==> config.mk <==
export PLATFORM = sky130hd
export DESIGN_NAME = lds_ctrl
export DESIGN_NICKNAME = d
export VERILOG_FILES = /design/src/rtl/lds_pkg.sv /design/src/rtl/lds_ctrl.sv
export VERILOG_INCLUDE_DIRS = /design/src /design/src/rtl
export SDC_FILE = /design/constraint.sdc
export NUM_CORES = 1
export LEC_CHECK = 0
export ABC_AREA = 0
export BUFFER_PORTS_ARGS = -buffer_cell sky130_fd_sc_hd__buf_2
export CAP_MARGIN = 5
export CORE_MARGIN = 10
export CORE_UTILIZATION = 48
export CTS_BUF_LIST = sky130_fd_sc_hd__clkbuf_4 sky130_fd_sc_hd__clkbuf_8 sky130_fd_sc_hd__clkbuf_16
export DETAILED_ROUTE_END_ITERATION = 6
export PLACE_DENSITY = 0.67
export SYNTH_ARGS = -nofsm -noshare
export SYNTH_HDL_FRONTEND = slang
export SYNTH_SLANG_ARGS = --single-unit
==> constraint.sdc <==
create_clock -name clock -period 2.6 [get_ports clock]
set_clock_uncertainty 0.15 [all_clocks]
set_input_delay 0.52 -clock clock [delete_from_list [all_inputs] [get_ports clock]]
set_output_delay 0.52 -clock clock [all_outputs]
set_load 0.01 [all_outputs]
==> src/rtl/lds_cfg.svh <==
`ifndef LDS_CFG_SVH
`define LDS_CFG_SVH

// Register offsets
`define LDS_ADDR_DRV_MODE 7'h03
`define LDS_ADDR_DRV_CTRL1 7'h05
`define LDS_ADDR_AMP_CTRL 7'h0C
`define LDS_ADDR_DIAG_CTRL 7'h0E
`define LDS_ADDR_DIAG_RES 7'h12
`define LDS_ADDR_IRQ_STAT3 7'h15

// Reset values
`define LDS_RST_DRV_MODE 3'h1
`define LDS_RST_DRV_CTRL1 8'h1E
`define LDS_RST_AMP_CTRL 8'hA0
`define LDS_RST_DIAG_CTRL 8'h00

// Writable bit masks
`define LDS_MASK_AMP_CTRL 8'hAF
`define LDS_MASK_DIAG_CTRL 8'h7F

// Field positions
`define LDS_BIT_AMP3_EN 7
`define LDS_BIT_AMP1_EN 5
`define LDS_BIT_OFS_HI 3
`define LDS_BIT_OFS_LO 2
`define LDS_BIT_GAIN_HI 1
`define LDS_BIT_GAIN_LO 0
`define LDS_BIT_BEMF_EN 0
`define LDS_BIT_DIAG_EN 0
`define LDS_BIT_HP_UV 1
`define LDS_BIT_LP_UV 0

// Amplifier settling time
`define LDS_AMP_SETTLE_US 20
`define LDS_CLK_MHZ 50
`define LDS_AMP_SETTLE_CYC (`LDS_AMP_SETTLE_US * `LDS_CLK_MHZ)

`endif

==> src/rtl/lds_pkg.sv <==
package lds_pkg;

   typedef enum logic [2:0] {
      LDS_GDU_OFF = 3'b001,
      LDS_GDU_STANDBY = 3'b100,
      LDS_GDU_NORMAL = 3'b111
   } lds_gdu_mode_e;

   typedef enum logic [0:0] {
      LDS_PUMP_IDLE = 1'b0,
      LDS_PUMP_RUN = 1'b1
   } lds_pump_e;

   typedef logic [9:0] lds_cnt_t;

endpackage : lds_pkg

==> src/rtl/lds_ctrl.sv <==
`timescale 1ns/1ps
`include "lds_cfg.svh"
// Functional notes
// - Amp three on only in device Standby/Normal with its enable bit set.
// - Amp one on only in device Standby/Normal with its enable bit set.
// - Amp output counts as unsettled for 20 us after enabling.
// - Amp one and back-EMF enables both set disable both functions.
// - Offset bits 3:2 pick io_supply /16, /8, /4 or /2.
// - Gain bits 1:0 pick gain 8, 16, 32 or 64.
// - Amp three output is routed to the current limit monitor.
// - Back-EMF enabled presents three zero-cross results, one per phase.
// - Line diagnostics need valid supply, device Normal, driver unit Standby.
// - Diagnostics control bit 0 enables diagnostics, only in driver Standby.
// - Active diagnostics ignore all six PWM gate inputs.
// - Active diagnostics copy comparator outputs continuously into results.
// - Diagnostics control bits 6:1 switch source and sink per phase.
// - Results bits 5:0 high/low per phase, bits 7:6 read zero.
// - Every changing write to diagnostics control clears results; only active diagnostics then refill them.
// - High-side pump runs in driver Standby or Normal, else stopped.
// - Low-side pump in driver Standby/Normal: on below start threshold, off above stop threshold; else stopped.
// - Undervoltage on either pump output sets its status flag.
// - Driver mode field: 001 Off, 100 Standby, 111 Normal, others invalid.
// - Back-EMF enable bit 0 at 0x05; zero releases pins to amp one.
module lds_ctrl
   import lds_pkg::*;
#(
   parameter lds_cnt_t AMP_SETTLE_CYC = lds_cnt_t'(`LDS_AMP_SETTLE_CYC)
) (
   // Clock and reset
   input wire logic clock,
   input wire logic nrst,
   // Register access from the serial interface
   input wire logic [6:0] reg_addr,
   input wire logic reg_wr,
   input wire logic [7:0] reg_wdata,
   output logic [7:0] reg_rdata,
   // Operating state from the mode controllers
   input wire logic dev_standby,
   input wire logic dev_normal,
   input wire logic [2:0] gdu_state,
   // Analog comparator and gate control pins
   input wire logic vs_in_range,
   input wire logic vs_below_start,
   input wire logic vs_above_stop,
   input wire logic high_pump_uv_cmp,
   input wire logic low_pump_uv_cmp,
   input wire logic [2:0] zero_cross_cmp,
   input wire logic [2:0] diag_high_cmp,
   input wire logic [2:0] diag_low_cmp,
   input wire logic [2:0] high_side_pwm_in_n,
   input wire logic [2:0] low_side_pwm_in,
   // Sense amplifier controls
   output logic amp_three_on,
   output logic amp_one_on,
   output logic amp_three_settled,
   output logic amp_one_settled,
   output logic [1:0] amp_gain_sel,
   output logic [1:0] amp_offset_sel,
   output logic amp_three_to_limit,
   // Back-EMF feedback
   output logic back_emf_on,
   output logic fb_pins_to_amp_one,
   output logic [2:0] zero_cross_out,
   // Line diagnostics
   output logic line_diag_active,
   output logic [2:0] phase_source_on,
   output logic [2:0] phase_sink_on,
   // Gate commands
   output logic [2:0] gate_high_n,
   output logic [2:0] gate_low,
   // Charge pumps and mode request
   output logic high_side_pump_on,
   output logic low_side_pump_on,
   output logic [2:0] driver_unit_mode_sel,
   output logic driver_mode_invalid
);

   localparam int SYNC_W = 20;
   // High-side PWM pins are active low: reset them to idle so no gate turns on after reset
   localparam logic [SYNC_W-1:0] SYNC_RST = 20'h00700;

   // Two-stage synchronisers for all pins
   logic [SYNC_W-1:0] pin_raw;
   logic [SYNC_W-1:0] sync1_q;
   logic [SYNC_W-1:0] sync2_q;

   assign pin_raw = {zero_cross_cmp, diag_high_cmp, diag_low_cmp, high_side_pwm_in_n,
                     low_side_pwm_in, vs_in_range, vs_below_start, vs_above_stop,
                     high_pump_uv_cmp, low_pump_uv_cmp};

   always_ff @(posedge clock or negedge nrst) begin
      if (!nrst) begin
         sync1_q <= SYNC_RST;
         sync2_q <= SYNC_RST;
      end else begin
         sync1_q <= pin_raw;
         sync2_q <= sync1_q;
      end
   end

   logic [2:0] zc_s;
   logic [2:0] dh_s;
   logic [2:0] dl_s;
   logic [2:0] hpwm_n_s;
   logic [2:0] lpwm_s;
   logic vs_ok_s;
   logic below_start_s;
   logic above_stop_s;
   logic hp_uv_s;
   logic lp_uv_s;

   assign {zc_s, dh_s, dl_s, hpwm_n_s, lpwm_s, vs_ok_s, below_start_s, above_stop_s,
           hp_uv_s, lp_uv_s} = sync2_q;

   // Register state
   logic [2:0] mode_q, mode_d;
   logic [7:0] drvctl_q, drvctl_d;
   logic [7:0] amp_q, amp_d;
   logic [7:0] diag_q, diag_d;
   logic [5:0] res_q, res_d;
   logic [1:0] irq_q, irq_d;
   lds_cnt_t settle_q [2];
   lds_cnt_t settle_d [2];
   lds_pump_e lpump_q, lpump_d;
   logic [7:0] rdata_d;

   // Output state
   logic amp3_d, amp1_d, bemf_d, diag_act_d, hpump_d;
   logic [1:0] settled_d;
   logic [2:0] zc_d, src_d, snk_d, gh_n_d, gl_d;

   logic dev_active;
   logic gdu_standby;
   logic gdu_running;
   logic amp_conflict;
   logic diag_ok;
   logic diag_chg;
   logic [1:0] amp_en;
   logic [7:0] diag_wr;
   logic [5:0] cmp_res;

   always_comb begin
      dev_active = dev_standby | dev_normal;
      gdu_standby = (gdu_state == LDS_GDU_STANDBY);
      gdu_running = gdu_standby | (gdu_state == LDS_GDU_NORMAL);

      // Register writes
      mode_d = mode_q;
      drvctl_d = drvctl_q;
      amp_d = amp_q;
      diag_d = diag_q;
      diag_wr = reg_wdata & `LDS_MASK_DIAG_CTRL;
      diag_chg = 1'b0;
      if (reg_wr) begin
         case (reg_addr)
            `LDS_ADDR_DRV_MODE: mode_d = reg_wdata[2:0];
            `LDS_ADDR_DRV_CTRL1: drvctl_d = reg_wdata;
            `LDS_ADDR_AMP_CTRL: amp_d = reg_wdata & `LDS_MASK_AMP_CTRL;
            `LDS_ADDR_DIAG_CTRL: begin
               diag_d = diag_wr;
               diag_chg = (diag_wr != diag_q);
            end
            default: ;
         endcase
      end

      // Amplifier and back-EMF enables
      amp_conflict = amp_q[`LDS_BIT_AMP1_EN] & drvctl_q[`LDS_BIT_BEMF_EN];
      amp3_d = dev_active & amp_q[`LDS_BIT_AMP3_EN];
      amp1_d = dev_active & amp_q[`LDS_BIT_AMP1_EN] & ~amp_conflict;
      bemf_d = drvctl_q[`LDS_BIT_BEMF_EN] & ~amp_conflict;
      zc_d = bemf_d ? zc_s : 3'h0;

      // Settling counters restart whenever an amplifier is switched off
      amp_en = {amp3_d, amp1_d};
      for (int i = 0; i < 2; i++) begin
         if (!amp_en[i]) begin
            settle_d[i] = '0;
         end else if (settle_q[i] != AMP_SETTLE_CYC) begin
            settle_d[i] = settle_q[i] + lds_cnt_t'(1);
         end else begin
            settle_d[i] = settle_q[i];
         end
         settled_d[i] = amp_en[i] && (settle_q[i] == AMP_SETTLE_CYC);
      end

      // Line diagnostics
      diag_ok = vs_ok_s & dev_normal & gdu_standby;
      diag_act_d = diag_ok & diag_q[`LDS_BIT_DIAG_EN];
      for (int p = 0; p < 3; p++) begin
         src_d[p] = diag_act_d & diag_q[2*p+2];
         snk_d[p] = diag_act_d & diag_q[2*p+1];
         cmp_res[2*p+1] = dh_s[p];
         cmp_res[2*p] = dl_s[p];
      end
      // A changing write discards results taken under the old setup
      if (diag_chg) begin
         res_d = 6'h00;
      end else if (diag_act_d) begin
         res_d = cmp_res;
      end else begin
         res_d = res_q;
      end

      // PWM inputs are blocked while diagnostics drive the lines
      gh_n_d = diag_act_d ? 3'h7 : hpwm_n_s;
      gl_d = diag_act_d ? 3'h0 : lpwm_s;

      // Charge pumps
      hpump_d = gdu_running;
      if (!gdu_running) begin
         lpump_d = LDS_PUMP_IDLE;
      end else if (below_start_s) begin
         lpump_d = LDS_PUMP_RUN;
      end else if (above_stop_s) begin
         lpump_d = LDS_PUMP_IDLE;
      end else begin
         lpump_d = lpump_q;
      end

      // Undervoltage flags: write one clears, a new event wins
      irq_d = irq_q;
      if (reg_wr && reg_addr == `LDS_ADDR_IRQ_STAT3) begin
         irq_d = irq_q & ~reg_wdata[1:0];
      end
      irq_d[`LDS_BIT_HP_UV] = irq_d[`LDS_BIT_HP_UV] | hp_uv_s;
      irq_d[`LDS_BIT_LP_UV] = irq_d[`LDS_BIT_LP_UV] | lp_uv_s;

      // Read data, one cycle after the address
      case (reg_addr)
         `LDS_ADDR_DRV_MODE: rdata_d = {5'h00, mode_q};
         `LDS_ADDR_DRV_CTRL1: rdata_d = drvctl_q;
         `LDS_ADDR_AMP_CTRL: rdata_d = amp_q;
         `LDS_ADDR_DIAG_CTRL: rdata_d = diag_q;
         `LDS_ADDR_DIAG_RES: rdata_d = {2'h0, res_q};
         `LDS_ADDR_IRQ_STAT3: rdata_d = {6'h00, irq_q};
         default: rdata_d = 8'h00;
      endcase
   end

   always_ff @(posedge clock or negedge nrst) begin
      if (!nrst) begin
         mode_q <= `LDS_RST_DRV_MODE;
         drvctl_q <= `LDS_RST_DRV_CTRL1;
         amp_q <= `LDS_RST_AMP_CTRL;
         diag_q <= `LDS_RST_DIAG_CTRL;
         res_q <= 6'h00;
         irq_q <= 2'h0;
         settle_q[0] <= '0;
         settle_q[1] <= '0;
         lpump_q <= LDS_PUMP_IDLE;
         reg_rdata <= 8'h00;
         amp_three_on <= 1'b0;
         amp_one_on <= 1'b0;
         amp_three_settled <= 1'b0;
         amp_one_settled <= 1'b0;
         amp_gain_sel <= 2'h0;
         amp_offset_sel <= 2'h0;
         amp_three_to_limit <= 1'b0;
         back_emf_on <= 1'b0;
         fb_pins_to_amp_one <= 1'b1;
         zero_cross_out <= 3'h0;
         line_diag_active <= 1'b0;
         phase_source_on <= 3'h0;
         phase_sink_on <= 3'h0;
         gate_high_n <= 3'h7;
         gate_low <= 3'h0;
         high_side_pump_on <= 1'b0;
         low_side_pump_on <= 1'b0;
         driver_unit_mode_sel <= `LDS_RST_DRV_MODE;
         driver_mode_invalid <= 1'b0;
      end else begin
         mode_q <= mode_d;
         drvctl_q <= drvctl_d;
         amp_q <= amp_d;
         diag_q <= diag_d;
         res_q <= res_d;
         irq_q <= irq_d;
         settle_q <= settle_d;
         lpump_q <= lpump_d;
         reg_rdata <= rdata_d;
         amp_three_on <= amp3_d;
         amp_one_on <= amp1_d;
         amp_three_settled <= settled_d[1];
         amp_one_settled <= settled_d[0];
         amp_gain_sel <= amp_q[`LDS_BIT_GAIN_HI:`LDS_BIT_GAIN_LO];
         amp_offset_sel <= amp_q[`LDS_BIT_OFS_HI:`LDS_BIT_OFS_LO];
         amp_three_to_limit <= amp3_d;
         back_emf_on <= bemf_d;
         fb_pins_to_amp_one <= ~bemf_d;
         zero_cross_out <= zc_d;
         line_diag_active <= diag_act_d;
         phase_source_on <= src_d;
         phase_sink_on <= snk_d;
         gate_high_n <= gh_n_d;
         gate_low <= gl_d;
         high_side_pump_on <= hpump_d;
         low_side_pump_on <= (lpump_d == LDS_PUMP_RUN);
         driver_unit_mode_sel <= mode_q;
         driver_mode_invalid <= !(mode_q == LDS_GDU_OFF || mode_q == LDS_GDU_STANDBY ||
                                  mode_q == LDS_GDU_NORMAL);
      end
   end

endmodule : lds_ctrl

; ---- Yosys cells after proc, flatten, opt, wreduce, memory -nomap -nowiden
; Cells that the tools add are included.
[word_totals]
register_bits = 132
inputBits = 43
output_inout_bits = 41
elab_cells = 99
[op_classes]
add_sub_neg = 2
eq_ne = 19
muxes = 16
bitwise = 22
n_reduce_logical = 11
[op_table]
columns = op, count
row1 = 8-bit case mux with 6 select lines, 1
row2 = 10-bit two-way mux, 4
row3 = 10-bit by 1-bit adder with 10-bit output (second input constant), 2
row4 = 10-bit == test (second input constant), 2
row5 = 10-bit != test (second input constant), 2
row6 = 1-bit bitwise AND, 14
row7 = 7-bit by 4-bit == test with 1-bit output (second input constant), 2
row8 = 7-bit by 5-bit == test with 1-bit output (second input constant), 2
row9 = 3-bit == test (second input constant), 4
row10 = 6-bit two-way mux, 2
row11 = 3-bit two-way mux, 3
row12 = 2-bit AND reduction, 4
row13 = 7-bit by 2-bit == test with 1-bit output (second input constant), 1
row14 = 7-bit by 3-bit == test with 1-bit output (second input constant), 1
row15 = 7-bit != test, 1
row16 = 1-bit two-way mux, 5
row17 = 2-bit by 1-bit != test with 1-bit output (second input constant), 2
row18 = 1-bit OR, 4
row19 = 3-bit by 1-bit == test with 1-bit output (second input constant), 1
row20 = 1-bit logical AND, 3
row21 = 3-bit != test (second input constant), 1
row22 = 2-bit bitwise AND, 1
row23 = 1-bit logical OR, 2
row24 = 2-bit two-way mux, 1
row25 = other kinds (4), 5

; ---- Depth between registers and ports, before layout
[depth]
ltp_word = 5
mapped_depth = 6
ltp_nobuf = 6

; ---- Worst setup path after synthesis
; OpenSTA, ideal clock, no wires.
[synth_timing]
path_type = input to register
startpoint = input reg_addr[6]
endpoint = register diag_q[0]
setup_ns = 0.125
arrival_time_ns = 1.635
t_required_ns = 2.325
setup_slack_ns = 0.690
stages = 3
path_buffers = 0
path_cell_list = nor4b_4 > nor4b_4 > mux2_2
[synth_between]
elab_chain_len = 2
[synth_rtl]
columns = element, line
row1 = start: declaration, lds_ctrl.sv:33  ; input wire logic [6:0] reg_addr,
row2 = 7-bit by 4-bit == test with 1-bit output, lds_ctrl.sv:155  ; case (reg_addr)
row3 = 2-bit AND reduction (no source line), -
row4 = end signal: assignment, lds_ctrl.sv:246  ; diag_q <= `LDS_RST_DIAG_CTRL;
row5 = end signal: assignment, lds_ctrl.sv:276  ; diag_q <= diag_d;
row6 = end: declaration, lds_ctrl.sv:119  ; logic [7:0] diag_q, diag_d;
; No other way between the ends.
; A chain may end at the register's enable or synchronous reset.

; ---- Worst setup path after layout
[layout_timing]
startpoint = register settle_q[0] (netlist name)
endpoint = register settle_q[1] (netlist name)
[layout_between]
elab_chain_len = 3
word_cells_on_any_way = 5
cone_classes = 1 x add/sub / 2 x eq/ne / 2 x mux
[layout_rtl]
columns = element, line
row1 = start: declaration, lds_ctrl.sv:122  ; lds_cnt_t settle_q [2];
row2 = start signal: assignment, lds_ctrl.sv:279  ; settle_q <= settle_d;
row3 = 10-bit by 1-bit adder with 10-bit output, lds_ctrl.sv:180  ; settle_d[i] = settle_q[i] + lds_cnt_t'(1);
row4 = 10-bit two-way mux, lds_ctrl.sv:179  ; end else if (settle_q[i] != AMP_SETTLE_CYC) begin
row5 = 10-bit two-way mux, lds_ctrl.sv:177  ; if (!amp_en[i]) begin
; Parallel ways exist; a longest one is shown, timed or not. The select of a mux whose other input is x is not followed.

==> flow_summary.yaml <==
outcome:
  status: "finished, final reports clean"
finish:
  drive_gt1_share_pct: 34.5
  multiInputGateArea_mm2: 0.00148
  diodes: 0
  fillCellCount: 727
  area_delta_synth_final_pct: 28.9
  nNetsFinal: 530
  regArea_mm2: 0.00333
  final_util_pct: 63.8
clock_tree:
  root_buffer: "clkbuf_8"
  cts_htree_levels: 4
  clkSinkCount: 132
  cts_buffers: 17
  cts.clk_slew.worst_paths_ns: 0.06
  cts_tree: "done"
  postCtsSetupRepairBufs: 0
  worstSkewPairLatency_ns: 0.51
  ctsLongestPathBuffers: 2
route:
  first_iter_violations: 188
  wl_per_cell_um: 16.5
  route.detailed.drc: 0
  ant_nets: 0
  wirelength_um: 10400
  via_per_inst: 4.99
  via_count: 3141
  first_pass_iters: 5
logic_synthesis:
  synthAdderAreaFrac_pct: 1.02
  synth.ff_latch_count: 132
  synth_top_family_by_area: "simple AND/OR/NAND/NOR gates"
  synthesis.area_mm2: 0.00488
  async_flop_share_pct: 100
  synth_xor_area_share_pct: 4.30
  syn_nets: 407
  syn_area_per_cell_um2: 13.6
  synth_cells: 360
  synth.area.mux_share_pct: 6.79
  yosysUniqueCellTypes: 45
  synth-simple-area-share_pct: 13.0
  synth-edff-count: 0
  ys_seq_area_share_pct: 68.1
  synth-compound-area-share_pct: 5.05
  yosysWarnings: 0
  synth_flop_cell: "dfrtp_1"
  synth_area_leaders: "dfrtp_1, dfstp_2, mux2_2"
  yosysTopAreaCell: "dfrtp_1"
  synth_top_cell_area_share_pct: 58.4
timing:
  min_period_ns: 1.90
  setup_viol: 0
  finalMaxSlewViolations: 0
  hold_viol_final: 0
  clock.fmax_mhz: 527
  max_slew_margin_pct: 59.0
  fin_crit_sh_pct: 73.0
  finalSetupTns_ns: 0
  rsz0062_at_grt: "false"
  tightest_slew_ns: 0.612
setup_path:
  crit_arrival_ns: 2.15
  regToRegEndpoint: "settle_q[1]"
  cp_max_fo: 4
  cp-end-kind: "flip-flop"
  r2r_setup_slack_ns: 0.70
  reg2regPathDepth: 6
  worstPathRequired_ns: 2.85
  crit-reg2reg-launch: "settle_q[0]"
  critPathKind: "reg2reg"
  start_kind: "flip-flop"
min_path:
  min_from: "reg_wdata[7]"
  whs_endpoint: "drvctl_q[7]"
  hp-class: "in2reg"
  whs_path_depth: 2
floorplanning:
  die_w_um: 121
  fp.coreArea_mm2: 0.00986
  die_area_mm2: 0.0146
  ios: 84
  core.rowCount: 36
  die_y_um: 121
  initial_core_util_pct: 49.5
power:
  power_uw: 4820
  leakagePower_uw: 0.00295
  powerDensity_mw_per_mm2: 765
  peakVddDrop_uv: 452
placement:
  port_buffers: 83
  hpwl_um: 7090
  gp_congestion: 0.885
grt:
  grt_pass1_vias: 3392
  antenna_found_initial: 0
  grt.total_usage_pct: 15.0
  grt_start_max_net_pins: 53
  grt_overflow: 0
  grt_pass1_wl_um: 17300
flow_run:
  max_cap_viol_count: 0
==> layout by cell type, fill, tap and decap left out, types with 8 or more instances in the layout <==
cell | Yosys | final
dfrtp_1 | 114 | 114
clkbuf_16 | 0 | 16
dlygate4sd3_1 | 0 | 21
nand2_1 | 24 | 24
xnor2_1 | 15 | 15
a21oi_1 | 11 | 11
nor2_1 | 24 | 24
inv_1 | 12 | 12
buf_2 | 1 | 82
mux2_2 | 25 | 25
and2_1 | 14 | 14
xor2_1 | 9 | 9
nand3_1 | 12 | 12
dfstp_2 | 18 | 18
buf_4 | 2 | 8
==> power by group <==
group | internal (uW) | total [uW] | switching [uW]
clock network | 1390 | 2320 | 930
logic | 131 | 281 | 149
registers | 2160 | 2220 | 54.0
total | 3680 | 4820 | 1130
==> synthesized netlist by cell type, types with 6 or more instances <==
| cell | number |
|---|---|
| xor2_1 | 9 |
| dfstp_2 | 18 |
| o21ai_0 | 6 |
| nor2_1 | 24 |
| and2_1 | 14 |
| mux2_2 | 25 |
| nand2_1 | 24 |
| nand3_1 | 12 |
| a21oi_1 | 11 |
| xnor2_1 | 15 |
| dfrtp_1 | 114 |
| inv_1 | 12 |
==> critical path, cell delays in order, from the launching register on <==
cell and delay [ns]:
dfrtp_1 0.41, inv_1 0.13, ha_1 0.16, nand4bb_1 0.14
nor3_1 0.48, mux2i_1 0.25, nor2_1 0.05
==> worst max-delay path by stage <==
| stage | startpoint | to | cells after the start |
|---|---|---|---|
| detailed placement | reg_addr[4] | diag_q[4] | 4 |
| CTS | settle_q[0] | settle_q[1] | 6 |
| global placement | reg_addr[4] | diag_q[4] | 4 |
| finish | settle_q[0] | settle_q[1] | 6 |
| global route | settle_q[0] | settle_q[1] | 6 |
| floorplan | reg_addr[6] | diag_q[0] | 3 |
==> area by class of cell <==
type / instances / share of cell area (%)
well taps: 133 / 2.64
multi-input cells: 208 / 23.4
inverters: 12 / 0.715
clock buffers: 17 / 6.58
repair buffers: 112 / 11.1
flip-flops and latches: 132 / 52.8
clock inverters: 15 / 2.68
==> per-stage QoR <==
step	area, um^2	hold slack [ns]	cells	worst slack (ns)
global route	6300	0.0998	629	0.513
floorplan	4880	0.0744	360	0.690
global placement	5500	0.182	576	0.384
CTS	6300	0.109	629	0.704
finish	6300	0.117	629	0.703
detailed placement	5500	0.185	576	0.337
==> sequential cells by signal, summed over array words and instances (netlist names), 6 cells and up <==
name / cells
drvctl_q: 8
sync1_q: 20
settle_q: 20
amp_q: 6
diag_q: 7
res_q: 6
reg_rdata: 8
sync2_q: 20
==> layer usage <==
| metal | vias to the layer above | GRT usage [%] | share of wire [%] |
|---|---|---|---|
| li1 | 1495 | - | - |
| met1 | 1528 | 17.3 | 42 |
| met2 | 104 | 24.4 | 49 |
| met3 | 14 | 5.82 | 7.3 |
| met4 | 0 | 6.33 | 1.3 |
| met5 | - | 0 | 0 |
==> cell families after synthesis <==
family                     count (synthesis)
buffers and inverters                     20
and+or+nand+nor                          113
muxes                                     30
DFF                                      132
adders and majority gates                  4
xor gates and xnor gates                  24
AOI/OAI and AO/OA                         37
==> timing repair <==
| item | CTS | global route |
|---|---|---|
| resized for setup | 0 | 0 |
| endpoints found under the hold margin | 52 | 0 |
| hold buffers | 21 | 0 |
Note: power is estimated with default switching activity, not from simulation.
